==> src/acc_dp_defs.svh <==
// Constants for the 40-bit accumulator datapath.
// Assumes it is included by bare name from the design files.
`ifndef ACC_DP_DEFS_SVH
`define ACC_DP_DEFS_SVH
`define ACC_W 40
`define ACC_MSB 39
`define OPD_W 32
`define GUARD_LO 32
`define SHAMT_W 4
`define SUM_W 41
`define POS32 40'h007fffffff
`define NEG32 40'hff80000000
`define POS40 40'h7fffffffff
`define NEG40 40'h8000000000
`define ZERO40 40'h0000000000
`endif

==> src/acc_dp_pkg.sv <==
// Types shared by the accumulator datapath.
// Assumes acc_dp_defs.svh is on the include path.
`include "acc_dp_defs.svh"
package acc_dp_pkg;
    // One accumulator word, guard bits included
    typedef logic [`ACC_MSB:0] acc_type;
    // Adder result with one extra bit for sign recovery
    typedef logic [`SUM_W-1:0] sum_type;
endpackage : acc_dp_pkg

==> src/acc_dp.sv <==
// Accumulator datapath: adder/subtracter, scaler, overflow and saturation.
// Assumes all inputs except RSTN come from logic on CLK_SYS.
//
// How it works
// [RULE1] 40-bit adder, operand sign-extended to width
// [RULE2] One selected accumulator is source and destination
// [RULE3] Add and load may pre-scale the operand
// [RULE4] Zero on one input, true/complement other
// [RULE5] Add: true operand, carry active-high
// [RULE6] Subtract: complemented operand, borrow active-low
// [RULE7] Carry out of bit 39 is catastrophic
// [RULE8] Guard bits 32..39 unequal means recoverable
// [RULE9] Overflow and saturation flags are latched
// [RULE10] Saturation chosen from result, flags, enables, mode
// [RULE11] Per-accumulator guard overflow flags
// [RULE12] Per-accumulator clipped flags on saturation
// [RULE13] Summary flags are ORs of pairs
// [RULE14] Guard flags follow each adder operation
// [RULE15] Guard flag with enable requests trap
// [RULE16] Clamp to 32-bit or 40-bit extremes
// [RULE17] Clipped flags sticky until software clears
`timescale 1ns/1ps
`include "acc_dp_defs.svh"
module acc_dp (
    input wire logic CLK_SYS,
    input wire logic RSTN,
    input wire logic OP_VALID,
    input wire logic OP_SEL_B,
    input wire logic OP_SUB,
    input wire logic OP_LOAD,
    input wire logic OP_CARRY,
    input wire logic [`OPD_W-1:0] OP_DATA,
    input wire logic OP_SCALE_EN,
    input wire logic OP_SCALE_RIGHT,
    input wire logic [`SHAMT_W-1:0] OP_SCALE_AMT,
    input wire logic CLIP_ENABLE_A,
    input wire logic CLIP_ENABLE_B,
    input wire logic SAT_MODE_SELECT,
    input wire logic ACC_A_OVF_TRAP_EN,
    input wire logic ACC_B_OVF_TRAP_EN,
    input wire logic CLIP_FLAG_CLR,
    output logic [`ACC_MSB:0] ACCUMULATOR_A,
    output logic [`ACC_MSB:0] ACCUMULATOR_B,
    output logic ACC_A_GUARD_OVF,
    output logic ACC_B_GUARD_OVF,
    output logic ACC_A_CLIPPED_FLAG,
    output logic ACC_B_CLIPPED_FLAG,
    output logic ANY_GUARD_OVF_FLAG,
    output logic ANY_CLIP_FLAG,
    output logic SIGN_LOST_FLAG,
    output logic ARITH_TRAP_REQ
);

    ////////////////////////////////////////////////////////////////////
    // Functions

    // True when the top bits of a word are not all one value
    function automatic logic bits_mixed(input logic [`ACC_MSB:0] v,
                                        input int lo);
        logic all1;
        logic all0;
        all1 = 1'b1;
        all0 = 1'b1;
        for (int i = lo; i <= `ACC_MSB; i++) begin
            all1 = all1 & v[i];
            all0 = all0 & ~v[i];
        end
        return ~(all1 | all0);
    endfunction : bits_mixed

    // Extreme value of the chosen range with the given sign
    function automatic acc_dp_pkg::acc_type clamp_val(input logic neg,
                                                      input logic wide);
        if (wide) begin
            return neg ? `NEG40 : `POS40;
        end
        return neg ? `NEG32 : `POS32;
    endfunction : clamp_val

    ////////////////////////////////////////////////////////////////////
    // Reset release

    // Two-stage release so no flop leaves reset on a ragged edge
    logic rst_s1_q;
    logic rst_n;
    always_ff @(posedge CLK_SYS or negedge RSTN) begin
        if (!RSTN) begin
            rst_s1_q <= 1'b0;
            rst_n <= 1'b0;
        end else begin
            rst_s1_q <= 1'b1;
            rst_n <= rst_s1_q;
        end
    end

    ////////////////////////////////////////////////////////////////////
    // Operand path

    // Operand widened to accumulator width
    acc_dp_pkg::acc_type opd_ext;
    // Operand after optional scaling
    acc_dp_pkg::acc_type opd_scaled;
    // Shift applies only to add and load, never to subtract
    logic scale_on;

    // [RULE1] sign extension
    assign opd_ext = {{(`ACC_W-`OPD_W){OP_DATA[`OPD_W-1]}}, OP_DATA};
    // [RULE3] scale gating
    assign scale_on = OP_SCALE_EN & ~OP_SUB;
    // Arithmetic shift keeps the sign on right shifts
    assign opd_scaled = !scale_on ? opd_ext :
        OP_SCALE_RIGHT ? acc_dp_pkg::acc_type'($signed(opd_ext) >>> OP_SCALE_AMT) :
        (opd_ext << OP_SCALE_AMT);

    ////////////////////////////////////////////////////////////////////
    // Adder

    // Current contents of the selected accumulator
    acc_dp_pkg::acc_type acc_sel;
    // Accumulator side of the adder, zero on a load
    acc_dp_pkg::acc_type side_a;
    // Operand side, true or complemented
    acc_dp_pkg::acc_type side_b;
    // Carry into bit 0
    logic cin;
    // Raw adder output, one bit wider than the accumulator
    acc_dp_pkg::sum_type sum_w;

    // [RULE2] source selection
    assign acc_sel = OP_SEL_B ? ACCUMULATOR_B : ACCUMULATOR_A;
    // [RULE4] zero input
    assign side_a = OP_LOAD ? `ZERO40 : acc_sel;
    // [RULE4] true or complement
    assign side_b = OP_SUB ? ~opd_scaled : opd_scaled;
    // [RULE5] [RULE6] carry in, borrow when low
    // Borrow is active low, so a set carry on a subtract gives the plain difference
    // and a clear one takes one more off: the same wire feeds both operations
    assign cin = OP_CARRY;
    // Both sides extended by their sign so bit 40 holds the true sign
    assign sum_w = acc_dp_pkg::sum_type'({side_a[`ACC_MSB], side_a}
        + {side_b[`ACC_MSB], side_b} + {{(`SUM_W-1){1'b0}}, cin});

    ////////////////////////////////////////////////////////////////////
    // Overflow detection and saturation

    // Catastrophic overflow of the current operation
    logic sign_lost_w;
    // Guard bits disagree in the raw result
    logic guard_w;
    // Result leaves the 32-bit range, bit 31 included
    logic over32_w;
    // Saturation enabled for the selected accumulator
    logic clip_en_w;
    // Saturation actually applied
    logic sat_hit_w;
    // Value written back
    acc_dp_pkg::acc_type result_w;

    // [RULE7] sign destroyed
    assign sign_lost_w = sum_w[`SUM_W-1] ^ sum_w[`ACC_MSB];
    // Sign-rule view of the same overflow, read only by a check below
    logic ovf_ref_w;
    assign ovf_ref_w = (side_a[`ACC_MSB] == side_b[`ACC_MSB])
        & (sum_w[`ACC_MSB] != side_a[`ACC_MSB]);
    // [RULE8] guard bits unequal
    assign guard_w = bits_mixed(sum_w[`ACC_MSB:0], `GUARD_LO);
    assign over32_w = bits_mixed(sum_w[`ACC_MSB:0], `OPD_W-1) | sign_lost_w;
    assign clip_en_w = OP_SEL_B ? CLIP_ENABLE_B : CLIP_ENABLE_A;
    // [RULE10] normal mode clips at bit 31, wide mode at bit 39
    assign sat_hit_w = clip_en_w & (SAT_MODE_SELECT ? sign_lost_w : over32_w);
    // [RULE16] clamp toward the true sign held in bit 40
    assign result_w = sat_hit_w ? clamp_val(sum_w[`SUM_W-1], SAT_MODE_SELECT)
                                : sum_w[`ACC_MSB:0];

    ////////////////////////////////////////////////////////////////////
    // Next state

    // Strobe per accumulator for this operation
    logic wr_a;
    logic wr_b;
    assign wr_a = OP_VALID & ~OP_SEL_B;
    assign wr_b = OP_VALID & OP_SEL_B;

    logic guard_a_d;
    logic guard_b_d;
    logic clip_a_d;
    logic clip_b_d;
    logic trap_d;

    // [RULE14] guard flags rewritten only by the accumulator touched
    assign guard_a_d = wr_a ? guard_w : ACC_A_GUARD_OVF;
    assign guard_b_d = wr_b ? guard_w : ACC_B_GUARD_OVF;
    // [RULE17] a new clip beats a clear in the same cycle
    assign clip_a_d = (wr_a & sat_hit_w) | (ACC_A_CLIPPED_FLAG & ~CLIP_FLAG_CLR);
    assign clip_b_d = (wr_b & sat_hit_w) | (ACC_B_CLIPPED_FLAG & ~CLIP_FLAG_CLR);
    // [RULE15] trap request from a fresh guard overflow
    assign trap_d = guard_w & ((wr_a & ACC_A_OVF_TRAP_EN) | (wr_b & ACC_B_OVF_TRAP_EN));

    ////////////////////////////////////////////////////////////////////
    // Accumulators

    // [RULE2] destination written with the result
    always_ff @(posedge CLK_SYS or negedge rst_n) begin
        if (!rst_n) begin
            ACCUMULATOR_A <= `ZERO40;
            ACCUMULATOR_B <= `ZERO40;
        end else begin
            if (wr_a) begin
                ACCUMULATOR_A <= result_w;
            end
            if (wr_b) begin
                ACCUMULATOR_B <= result_w;
            end
        end
    end

    ////////////////////////////////////////////////////////////////////
    // Status flags

    // [RULE9] [RULE11] [RULE12] [RULE13] flags latched as registers
    always_ff @(posedge CLK_SYS or negedge rst_n) begin
        if (!rst_n) begin
            ACC_A_GUARD_OVF <= 1'b0;
            ACC_B_GUARD_OVF <= 1'b0;
            ACC_A_CLIPPED_FLAG <= 1'b0;
            ACC_B_CLIPPED_FLAG <= 1'b0;
            ANY_GUARD_OVF_FLAG <= 1'b0;
            ANY_CLIP_FLAG <= 1'b0;
            SIGN_LOST_FLAG <= 1'b0;
            ARITH_TRAP_REQ <= 1'b0;
        end else begin
            ACC_A_GUARD_OVF <= guard_a_d;
            ACC_B_GUARD_OVF <= guard_b_d;
            ACC_A_CLIPPED_FLAG <= clip_a_d;
            ACC_B_CLIPPED_FLAG <= clip_b_d;
            // ORs taken from next values so they never lag a cycle
            ANY_GUARD_OVF_FLAG <= guard_a_d | guard_b_d;
            ANY_CLIP_FLAG <= clip_a_d | clip_b_d;
            // Shows the last operation only, like the guard flags
            if (OP_VALID) begin
                SIGN_LOST_FLAG <= sign_lost_w;
            end
            // One-cycle pulse per offending operation
            ARITH_TRAP_REQ <= trap_d;
        end
    end
endmodule : acc_dp

==> config.mk <==
export PLATFORM = sky130hd
export DESIGN_NAME = acc_dp
export DESIGN_NICKNAME = d
export VERILOG_FILES = /design/src/acc_dp_pkg.sv /design/src/acc_dp.sv
export VERILOG_INCLUDE_DIRS = /design/src
export SDC_FILE = /design/constraint.sdc
export NUM_CORES = 1
export LEC_CHECK = 0
export ABC_AREA = 1
export BUFFER_PORTS_ARGS = -buffer_cell sky130_fd_sc_hd__clkbuf_2
export CORE_MARGIN = 3
export CORE_UTILIZATION = 40
export CTS_CLUSTER_SIZE = 20
export DETAILED_ROUTE_END_ITERATION = 10
export HOLD_SLACK_MARGIN = 0.12
export MAX_ROUTING_LAYER = met4
export PLACE_DENSITY = 0.55
export SKIP_LAST_GASP = 1
export SLEW_MARGIN = 25
export SYNTH_ARGS = -nofsm -noshare
export SYNTH_HDL_FRONTEND = slang
export SYNTH_SLANG_ARGS = --single-unit
==> constraint.sdc <==
create_clock -name CLK_SYS -period 8.25 [get_ports CLK_SYS]
set_input_delay 2.475 -clock CLK_SYS [delete_from_list [all_inputs] [get_ports CLK_SYS]]
set_output_delay 2.475 -clock CLK_SYS [all_outputs]
set_load 0.01 [all_outputs]
==> summary.md, run 1 <==
| Metric | Value |
|---|---|
| Longest Clk Path Bufs | `2` |
| ANT nets after route | `0` |
| Top FF cell, synth | `dfrtp_1` |
| Total wire length | `~42000 um` |
| Routing usage on met2 | `between 40% and 50%` |
| Post-Route Setup TNS | `0 ns` |
| CP Data Required Time | `approximately 8.5 ns` |
| Synth unique cells | `44` |
| Die width | `around 170 um` |
| Dominant cells by area after synthesis | `nand2_1 (28%), dfrtp_1 (21%), o21ai_0 (9.3%)` |
| 1st-pass router iterations | `5` |
| Final Slew Violations | `0` |
| Die Area | `28920 sq um` |
| Worst-Margin Slew | `0.8845 ns` |
| CP Capture Type | `register` |
| Via/cell ratio | `5.334` |
| Port bufs | `around 140` |
| Worst hold slack | `roughly 0.27 ns` |
| YS warnings | `0` |
| Rows | `around 60` |
| Family with the most delay on the worst path | `simple AND/OR/NAND/NOR gates` |
| Buf+Inv Stages, Crit Path | `6` |
| Vias in the first global route | `approximately 12k` |
| Routed via count | `between 10k and 15k` |
| Cell taking the most area after synthesis | `nand2_1` |
| Starting DRC count in detailed routing | `between 1k and 1.5k` |
| Worst-path cell with the longest stage delay | `fa_1` |
| DP Wirelength | `around 32000 um` |
| Pwr dens | `around 240 nW/um^2` |
| CP Class | `input pin to register` |
| Clock Pin Slew Worst Setup and Hold Paths | `about 0.08 ns` |
| FF+latch count, synth | `90` |
| Final Skew | `0.01427 ns` |
| Design area | `roughly 12000 sq um` |
| Cell mode on critical path | `nand2_1` |
| RSZ-0062 raised after global routing | `false` |
| Initial antenna violation count | `0` |
| FILL cells | `roughly 3.0k` |
| Leak pwr | `0.006880 uW` |
| Tmin final | `7.387 ns` |
| H-tree depth | `3` |
| Share of cells above drive strength 1 | `9.704%` |
| Max Clock Freq | `~140 MHz` |
| Overflow left after global routing | `0` |
| Mapped Area | `around 11000 sq um` |
| Nets | `about 2.1k` |
| Clock buffer count from CTS | `9` |
| FF/Latch Area | `between 2000 and 2500 sq um` |
| Post-Syn Instances | `roughly 2k` |
| Setup-failing EPs final | `0` |
| First-pass GRT wire length | `between 60000 and 70000 um` |
| Crit path launch type | `input pin` |
| Asr flop ratio synth | `100.0%` |
| ANT cells | `0` |
| Post-cts gate resize count | `0` |
| Ports | `about 140` |
| Crit path DAT | `7.68 ns` |
| Area of the core | `around 26000 sq um` |
| Fin util | `45.73%` |
| Register area share after synthesis | `20.92%` |
| CP Max Fanout | `56` |
| Cell with the most instances after synthesis | `nand2_1` |
| GPL Wtd Cong | `approximately 0.95` |
| EDFF count, synth | `0` |
| All-layer global routing usage | `between 20% and 30%` |
| Multi-input logic area | `~7300 sq um` |
| Pin count of the biggest net entering global routing | `67` |
| Remaining DRCs | `0` |
| Post-DR wirelength/cell | `17.55 um` |
| Max IR drop VDD | `between 0.1 and 0.15 mV` |
| Total nets after synthesis | `2040` |
| Worst-skew pair later-pin latency | `about 0.36 ns` |
| Post-CTS Hold Buffers | `0` |
| Starting Density | `~40%` |
| Dpl ws | `0.5038 ns` |
| Area grow syn2layout | `11.66%` |
| DIE HEIGHT | `approximately 170 um` |
| Top post-synthesis cells by count | `nand2_1 (798), inv_1 (203), o21ai_0 (200)` |
| Type of the most critical hold path | `register to asynchronous set/reset pin` |
| Final Cycle Share | `between 80 and 90%` |
| CTS tree | `done` |
| CTS root buf | `clkbuf_16` |
| Slew Limit Headroom | `between 40% and 50%` |
| Final WS setup | `around 0.86 ns` |
| Hold violation count in the final report | `0` |
| Dpl cell area | `between 10000 and 15000 sq um` |
| Crit path largest cell delay | `between 0.4 and 0.5 ns` |
| M3 GR Usage | `between 3 and 4%` |
| Synth top area share | `27.83%` |
| Setup Buffers After CTS | `0` |
| Biggest regs | `ACCUMULATOR_A (40), ACCUMULATOR_B (40)` |
| Syn_area_per_cell | `around 5.5 sq um` |
| Maxcap violations | `0` |
| Status | `finished, final reports clean` |
| GRT busiest layer | `met2` |
| Clock net sink count | `90` |
| Met1 GRT Util | `39.55%` |
## per-stage QoR
| stage | total power [uW] | instances |
|---|---|---|
| 4_1_cts | 2953 | 2365 |
| 3_5_place_dp | 2495 | 2349 |
| 6_report | 2943 | 2365 |
| 2_1_floorplan | 1882 | 1948 |
| 5_1_grt | 3205 | 2365 |
| 3_3_place_gp | 2491 | 2349 |
## path summary, 6_finish.rpt
| check | from | to | slack, ns | cells past startpoint |
|---|---|---|---|---|
| max | OP_SCALE_AMT[0] | ACCUMULATOR_A[24] | 0.86 | 34 |
| min | rst_n | ACCUMULATOR_B[34] | 0.27 | 0 |
| max reg2reg | ACCUMULATOR_A[0] | ACCUMULATOR_A[24] | 4.31 | 27 |
| min reg2reg | rst_n | ACCUMULATOR_B[34] | 0.27 | 0 |
| max in group asynchronous | RSTN | rst_n | 6.24 | 1 |
| min in group CLK_SYS | rst_s1_q | rst_n | 0.37 | 0 |
## per-layer routing
layer | wire length, um | up-vias
met1 | 19540 | 5759
met4 | 1094 | 0
li1 | - | 6363
met5 | 0 | -
met2 | 18520 | 427
met3 | 2352 | 65
## report_power, final
part	internal (uW)	total (uW)	switching, uW
clock network	239	445	205
registers	629	800	171
logic	579	1700	1120
total	1450	2940	1500
## cell usage in the layout (no fill, tap or decap), types with 5 or more instances in the layout
cell type	instances
nand4_1	12
xnor2_1	9
o21bai_1	9
dfrtp_1	89
ha_1	39
nor2_1	171
buf_4	27
o21ai_0	200
o211ai_1	20
a31oi_1	5
mux2i_1	8
xor2_1	30
clkbuf_2	138
o221ai_1	12
inv_1	203
clkbuf_16	9
nand3_1	57
a21oi_1	129
nand2_1	798
o22ai_1	9
## area by class of cell
cell class / instances / share of cell area (%)
clock buffer: 10 / 1.905
clock inverter: 6 / 0.6038
timing repair buffer: 167 / 7.766
tap: 335 / 3.487
multi-input combinational: 1547 / 60.91
inverter: 210 / 6.558
sequential: 90 / 18.77
## worst register-to-register path, stage by stage, from the launching register on
cell,delay (ns)
dfrtp_1,0.38
nor2_1,0.05
nor2_1,0.10
o21ai_0,0.15
fa_1,0.42
inv_1,0.18
fa_1,0.28
nand2_1,0.08
nand2_1,0.08
nand3_1,0.07
nand2_1,0.13
nand2_1,0.08
nand2_1,0.14
nand2_1,0.16
nand2_1,0.12
nand2_1,0.05
nand2_1,0.06
nand3_1,0.11
nor2_1,0.17
nand4_1,0.10
nand3_1,0.11
nand2_2,0.09
nand2_2,0.24
buf_12,0.20
nand2_1,0.07
nand2_1,0.13
nand2_1,0.06
nand2_1,0.07
## cells by family after synthesis
kind of cell / after synthesis / share of synthesized area [%]
buffers and inverters: 311 / 11.09
xor gates and xnor gates: 41 / 3.580
DFF: 90 / 20.92
adders and majority gates: 41 / 4.905
AOI/OAI and AO/OA: 403 / 20.69
and+or+nand+nor: 1053 / 38.03
other: 1 / 0.03484
muxes: 8 / 0.7440
(Power assumes the default switching activity.)
==> inputs of run 2 (changes only) <==
--- a/config.mk
+++ b/config.mk
@@ -14,7 +14,6 @@
 export DETAILED_ROUTE_END_ITERATION = 10
 export HOLD_SLACK_MARGIN = 0.12
 export MAX_ROUTING_LAYER = met4
-export PLACE_DENSITY = 0.55
 export SKIP_LAST_GASP = 1
 export SLEW_MARGIN = 25
 export SYNTH_ARGS = -nofsm -noshare
==> run 2 against run 1 <==
  * Total power is 1.0% higher
  * Sequential share of layout area is 0.084 points lower
  * Global-route usage is 0.26 points lower
  * Combinational power hardly changed
  * Die area stayed put
  * Critical path type unchanged
==> summary.md, run 2 (synthesis gave the netlist of run 1 again) <==
| Metric | Value |
|---|---|
| Max IR drop VDD | `0.1356 mV (+6.7%)` |
| Slew Limit Headroom | `36.83% (-4.1 points)` |
| Longest Clk Path Bufs | `2 (unchanged)` |
| Port bufs | `138 (unchanged)` |
| Area of the core | `26280 sq um (unchanged)` |
| Launching point of the worst reg2reg path | `ACCUMULATOR_A[0]` |
| Post-DR wirelength/cell | `17.40 um (-0.88%)` |
| Remaining DRCs | `0 (unchanged)` |
| Crit path launch type | `input pin` |
| Post-cts gate resize count | `0 (unchanged)` |
| DP Wirelength | `32140 um (+1.1%)` |
| DIE HEIGHT | `170.0 um (unchanged)` |
| Final Slew Violations | `0 (unchanged)` |
| Initial antenna violation count | `0 (unchanged)` |
| Final Skew | `0.008540 ns (-0.005730 ns)` |
| Worst-Margin Slew | `0.9464 ns (+0.06192 ns)` |
| ANT cells | `0 (unchanged)` |
| Leak pwr | `0.006909 uW (+0.42%)` |
| Dpl ws | `0.2572 ns (-0.2467 ns)` |
| RSZ-0062 raised after global routing | `false` |
| Post-Route Setup TNS | `0 ns (unchanged)` |
| Final Cycle Share | `93.00% (+3.5 points)` |
| Clock Pin Slew Worst Setup and Hold Paths | `0.07 ns (about the same)` |
| CTS root buf | `clkbuf_16` |
| Hold violation count in the final report | `0 (unchanged)` |
| Worst-skew pair later-pin latency | `0.35 ns (about the same)` |
| Share of cells above drive strength 1 | `9.798% (+0.094 points)` |
| Commonest non-fill, non-tap cell in the layout | `nand2_1` |
| Pwr dens | `246.2 nW/um^2 (+0.57%)` |
| Vias in the first global route | `11.52k (-0.35%)` |
| Cell mode on critical path | `nand2_1` |
| Worst hold slack | `0.2874 ns (+0.02201 ns)` |
| CTS tree | `done` |
| Setup Buffers After CTS | `0 (unchanged)` |
| Clock buffer count from CTS | `9 (unchanged)` |
| Status | `finished, final reports clean` |
| CP Max Fanout | `47 (-16%)` |
| Overflow left after global routing | `0 (unchanged)` |
| Starting DRC count in detailed routing | `1275 (+15%)` |
| Die width | `170.0 um (unchanged)` |
| Starting Density | `40.96% (unchanged)` |
| CP Capture Type | `register` |
| Nets | `2118 (+0.047%)` |
| Final WS setup | `0.5773 ns (-0.2854 ns)` |
| Die Area | `28920 sq um (unchanged)` |
| Total wire length | `41160 um (-0.83%)` |
| Routed via count | `12.61k (-0.024%)` |
| Tmin final | `7.673 ns (+0.2854 ns)` |
| Via/cell ratio | `5.330 (about the same)` |
| Max Clock Freq | `130.3 MHz (-3.7%)` |
| Worst-path cell with the longest stage delay | `fa_1` |
| Maxcap violations | `0 (unchanged)` |
| Type of the most critical hold path | `register to asynchronous set/reset pin` |
| Crit path largest cell delay | `0.48 ns (+0.03 ns)` |
| Ports | `139 (unchanged)` |
| Crit path launch | `OP_SCALE_AMT[0]` |
| CP Class | `input pin to register` |
| Crit path DAT | `7.97 ns (+0.29 ns)` |
| Clock net sink count | `90 (unchanged)` |
| ANT nets after route | `0 (unchanged)` |
| GPL Wtd Cong | `0.9848 (+3.3%)` |
| Pin count of the biggest net entering global routing | `67 (unchanged)` |
| Rows | `59 (unchanged)` |
| 1st-pass router iterations | `6 (+1)` |
| H-tree depth | `3 (unchanged)` |
| All-layer global routing usage | `28.60% (-0.26 points)` |
| Setup-failing EPs final | `0 (unchanged)` |
| Biggest regs | `ACCUMULATOR_A (40), ACCUMULATOR_B (40)` |
| First-pass GRT wire length | `63930 um (-0.89%)` |
| Commonest cells after routing, fill and taps aside | `nand2_1 (798), inv_1 (203), o21ai_0 (200), nor2_1 (171), clkbuf_2 (138)` |
| CP Data Required Time | `8.54 ns (about the same)` |
| Post-CTS Hold Buffers | `0 (unchanged)` |
| Area grow syn2layout | `12.16%` |
## run 2: changes by cell type in the layout (fill, tap and decap cells not counted), sizes merged
| cell | change |
|---|---|
| clkinv | -1 |
| buf | +1 |
| bufinv | +1 |
## run 2: layout make-up
cell class	instances	area, sq um
repair buffers	168	953.4
fillers	2945	14210
inverters	210	788.3
clock buffers	10	239.0
clock inverters	6	96.34
flip-flops and latches	90	2256
multi-input cells	1547	7321
well taps	335	419.2
## run 2: final timing paths
check                           slack (ns)                 to  cells after the start
max in group asynchronous             6.25              rst_n                      1
worst min register to register        0.29  ACCUMULATOR_A[30]                      0
min in group CLK_SYS                  0.36              rst_n                      0
worst max register to register        4.00  ACCUMULATOR_B[22]                     28
worst min-delay path                  0.29  ACCUMULATOR_A[30]                      0
worst max-delay path                  0.58  ACCUMULATOR_B[22]                     34
## run 2: metal layers
layer,up-vias,global-route usage (%),routed length [um]
met1,5796,38.97,18830
met3,47,3.856,2262
met4,0,6.279,808
li1,6354,-,-
met5,-,-,0
met2,414,45.50,19260
## run 2: stage by stage
step	cells	total power [uW]	util, %	area (sq um)
2_1_floorplan	1948	1882	-	10760
3_3_place_gp	2350	2483	44.66	11740
3_5_place_dp	2350	2489	44.66	11740
4_1_cts	2366	2974	45.94	12070
5_1_grt	2366	3229	45.94	12070
6_report	2366	2973	45.94	12070
## run 2: report_power, final
group / internal (uW) / switching (uW)
Sequential: 629 / 174
Clock: 278 / 197
Combinational: 582 / 1110
## run 2: critical path, delay by kind of cell
kind / cells / cell delay, ns
compound gates: 4 / 0.77
fa+ha+maj: 2 / 0.78
xor+xnor: 1 / 0.35
mux: 1 / 0.18
simple gates: 20 / 2.29
buf+inv: 6 / 1.08
==> inputs of run 3 (changes only) <==
--- a/config.mk
+++ b/config.mk
@@ -6,7 +6,6 @@
 export SDC_FILE = /design/constraint.sdc
 export NUM_CORES = 1
 export LEC_CHECK = 0
-export ABC_AREA = 1
 export BUFFER_PORTS_ARGS = -buffer_cell sky130_fd_sc_hd__clkbuf_2
 export CORE_MARGIN = 3
 export CORE_UTILIZATION = 40
==> run 3 against run 2 <==
  * Maximum frequency shrank 3.1%
  * Clock power is 19% lower
  * Register-to-register slack got worse by 0.47 ns
  * First-iteration DRC count shrank 19%
  * Utilization is 1.4 points higher
==> summary.md, run 3 <==
| Metric | Value |
|---|---|
| Final WS setup | `0.3337 ns (-0.2436 ns)` |
| First-pass GRT wire length | `57700 um (-9.7%)` |
| CP Capture Type | `register` |
| CTS root buf | `clkbuf_16` |
| Register area share after synthesis | `21.80% (+0.88 points)` |
| Combinational family with the most area after synthesis | `compound AO/OA/AOI/OAI gates` |
| CP Data Required Time | `8.47 ns (-0.07 ns)` |
| EDFF count, synth | `0 (unchanged)` |
| Post-Layout Cell Count | `1814 (-23%)` |
| Overflow left after global routing | `0 (unchanged)` |
| Post-Syn Instances | `1376 (-29%)` |
| Via/cell ratio | `6.141 (+15%)` |
| Starting DRC count in detailed routing | `1035 (-19%)` |
| Asr flop ratio synth | `100.0% (unchanged)` |
| Biggest regs | `ACCUMULATOR_A (40), ACCUMULATOR_B (40)` |
| Worst-skew pair later-pin latency | `0.34 ns (about the same)` |
| Total nets after synthesis | `1468 (-28%)` |
| Tmin final | `7.916 ns (+0.2436 ns)` |
| Crit path DAT | `8.14 ns (+0.17 ns)` |
| Max Clock Freq | `126.3 MHz (-3.1%)` |
| DP Wirelength | `28440 um (-11%)` |
| Port bufs | `138 (unchanged)` |
| Top post-synthesis cells by count | `nor2_1 (170), nand2_1 (152), o21ai_0 (132)` |
| XOR/XNOR share of the synthesized area | `2.713% (-0.87 points)` |
| Area grow syn2layout | `15.70%` |
| DR WL met3 | `2778 um (+23%)` |
| CP Max Fanout | `50 (+6.4%)` |
| Final Slew Violations | `0 (unchanged)` |
| Rows | `58 (-1.7%)` |
| ANT nets after route | `0 (unchanged)` |
| Max IR drop VDD | `0.1959 mV (+44%)` |
| Fin util | `47.33% (+1.4 points)` |
| Post-Route M1 WL | `17100 um (-9.2%)` |
| Clock net sink count | `90 (unchanged)` |
| Remaining DRCs | `0 (unchanged)` |
| Post-CTS Hold Buffers | `0 (unchanged)` |
| Synth Area in Simple Gates | `21.10% (-17 points)` |
| All-layer global routing usage | `26.01% (-2.6 points)` |
| Adder-Cell Fraction of Synth Area | `5.111% (+0.21 points)` |
| Cell taking the most area after synthesis | `dfrtp_1` |
| Mapped Area | `10330 sq um (-4.0%)` |
| Post-DR wirelength/cell | `20.29 um (+17%)` |
| DIE HEIGHT | `166.7 um (-2.0%)` |
| Maxcap violations | `0 (unchanged)` |
| Total wire length | `36800 um (-11%)` |
| Pwr dens | `267.2 nW/um^2 (+8.5%)` |
| 1st-pass router iterations | `6 (unchanged)` |
| Launching point of the worst reg2reg path | `ACCUMULATOR_A[0]` |
| CTS tree | `done` |
| Setup-failing EPs final | `0 (unchanged)` |
| Commonest non-fill, non-tap cell in the layout | `nor2_1` |
| Reg2Reg Capture Point | `ACCUMULATOR_B[14]` |
| Routed via count | `11.14k (-12%)` |
| Status | `finished, final reports clean` |
| Syn_area_per_cell | `7.508 sq um (+36%)` |
| Synth top area share | `21.80% (-6.0 points)` |
| YS warnings | `0 (unchanged)` |
| Area of the core | `25250 sq um (-3.9%)` |
| Mux share of post-synthesis cell area | `13.37% (+13 points)` |
| Die width | `166.7 um (-2.0%)` |
| Share of cells above drive strength 1 | `19.34% (+9.5 points)` |
| Vias in the first global route | `10.48k (-9.0%)` |
| Nets | `1571 (-26%)` |
| Hold violation count in the final report | `0 (unchanged)` |
| Starting Density | `40.91% (-0.050 points)` |
| Dpl ws | `-0.03705 ns (-0.2942 ns)` |
| Clock buffer count from CTS | `9 (unchanged)` |
| Worst-Margin Slew | `0.8898 ns (-0.05667 ns)` |
| Max Used Layer | `met4` |
| Final Cycle Share | `95.95% (+3.0 points)` |
| Leak pwr | `0.005444 uW (-21%)` |
| Cell with the most instances after synthesis | `nor2_1` |
| Type of the most critical hold path | `register to asynchronous set/reset pin` |
| Longest Clk Path Bufs | `2 (unchanged)` |
| Pin count of the biggest net entering global routing | `71 (+6.0%)` |
| Worst hold slack | `0.2027 ns (-0.08466 ns)` |
| FF+latch count, synth | `90 (unchanged)` |
| Die Area | `27790 sq um (-3.9%)` |
| H-tree depth | `3 (unchanged)` |
| RSZ-0062 raised after global routing | `false` |
| Ports | `139 (unchanged)` |
| Synth unique cells | `83 (+89%)` |
| Crit path launch type | `input pin` |
| R2R Setup Slk | `3.53 ns (-0.47 ns)` |
| CP Class | `input pin to register` |
| Final Skew | `0.008820 ns (+0.0002793 ns)` |
| Commonest cells after routing, fill and taps aside | `nor2_1 (169), nand2_1 (151), clkbuf_2 (137), o21ai_0 (126), mux2i_1 (102)` |
| R2r worst-path depth | `17 (-39%)` |
| Top FF cell, synth | `dfrtp_1` |
| Initial antenna violation count | `0 (unchanged)` |
| Synth Area in Compound Gates | `30.06% (+9.4 points)` |
| Cell Count Post-Placement | `1796 (-24%)` |
| GPL Wtd Cong | `0.9664 (-1.9%)` |
| Setup Buffers After CTS | `0 (unchanged)` |
| DR WL met2 | `16060 um (-17%)` |
| Clock Pin Slew Worst Setup and Hold Paths | `0.07 ns (about the same)` |
| Dominant cells by area after synthesis | `dfrtp_1 (22%), mux2i_1 (9.9%), o21ai_0 (6.4%)` |
| ANT cells | `0 (unchanged)` |
| Slew Limit Headroom | `40.68% (+3.8 points)` |
[run 3: cell types whose count changed after synthesis, moves of 24 or more]
| cell | before | now |
|---|---|---|
| a21oi_1 | 129 | 83 |
| buf_2 | 0 | 24 |
| inv_1 | 203 | 25 |
| mux2i_1 | 8 | 102 |
| nand2_1 | 798 | 152 |
| nand2b_1 | 0 | 29 |
| o21ai_0 | 200 | 132 |
| o311ai_1 | 0 | 51 |
[run 3: power by group]
part	total, uW	switching [uW]	leakage, uW	internal (uW)
registers	819	181	0.00109	638
clock network	387	174	0.000133	213
logic	1990	1190	0.00422	799
[run 3: stage by stage]
| stage | power [uW] | area (sq um) | TNS (ns) |
|---|---|---|---|
| 4_1_cts | 3164 | 11860 | 0 |
| 2_1_floorplan | 2048 | 10330 | 0 |
| 6_report | 3194 | 11950 | 0 |
| 3_5_place_dp | 2765 | 11590 | -0.4011 |
| 5_1_grt | 3423 | 11950 | 0 |
| 3_3_place_gp | 2745 | 11590 | -1.120 |
[run 3: worst max path at each step]
stage	from	slack [ns]	end
after floorplan	OP_SCALE_AMT[0]	0.08	ACCUMULATOR_B[32]
after global placement	OP_SCALE_AMT[1]	-0.04	ACCUMULATOR_A[15]
after detailed placement	OP_SCALE_AMT[1]	-0.04	ACCUMULATOR_B[14]
after CTS	OP_SCALE_AMT[1]	0.28	ACCUMULATOR_B[14]
after global routing	OP_SCALE_AMT[1]	0.006	ACCUMULATOR_B[14]
final	OP_SCALE_AMT[1]	0.33	ACCUMULATOR_B[14]
[run 3: logic make-up after synthesis]
| kind of cell | count (synthesis) |
|---|---|
| AOI/OAI and AO/OA | 457 |
| xor gates and xnor gates | 32 |
| adders and majority gates | 41 |
| buffers and inverters | 146 |
| DFF | 90 |
| muxes | 128 |
| other | 1 |
| and+or+nand+nor | 481 |
[run 3: timing repair]
action | CTS | global route
hold endpoints to repair | 0 | 0
resized for setup | 0 | 15
endpoints found under the setup margin | 0 | 77
[run 3: area by class of cell]
| class | count | area, sq um |
|---|---|---|
| tap | 330 | 412.9 |
| multi-input combinational | 1140 | 7521 |
| clock buffer | 12 | 246.5 |
| clock inverter | 4 | 26.28 |
| sequential | 90 | 2256 |
| timing repair buffer | 211 | 1389 |
| inverter | 27 | 101.3 |
| fill | 2590 | 13300 |
[run 3: critical path, cell delays in order]
cell	delay [ns]
clkbuf_4	0.21
buf_12	0.19
nand2b_1	0.09
o21ai_1	0.13
mux2i_1	0.17
mux4_2	0.49
a32o_1	0.27
o21ai_0	0.14
buf_4	0.17
fa_1	0.18
inv_1	0.06
fa_1	0.42
a21o_1	0.22
a221oi_2	0.30
nor3_1	0.16
or2_1	0.27
a2111o_1	0.47
xor2_2	0.18
nand3_1	0.11
or4_4	0.54
nand3_1	0.18
nand2_1	0.12
buf_12	0.19
o311ai_1	0.32
[run 3: per-layer routing]
layer  global-route usage (%)  vias up
met5                        -        -
met4                    6.671        0
met3                    3.109       54
met2                    38.81      487
met1                    37.57     5295
li1                         -     5304
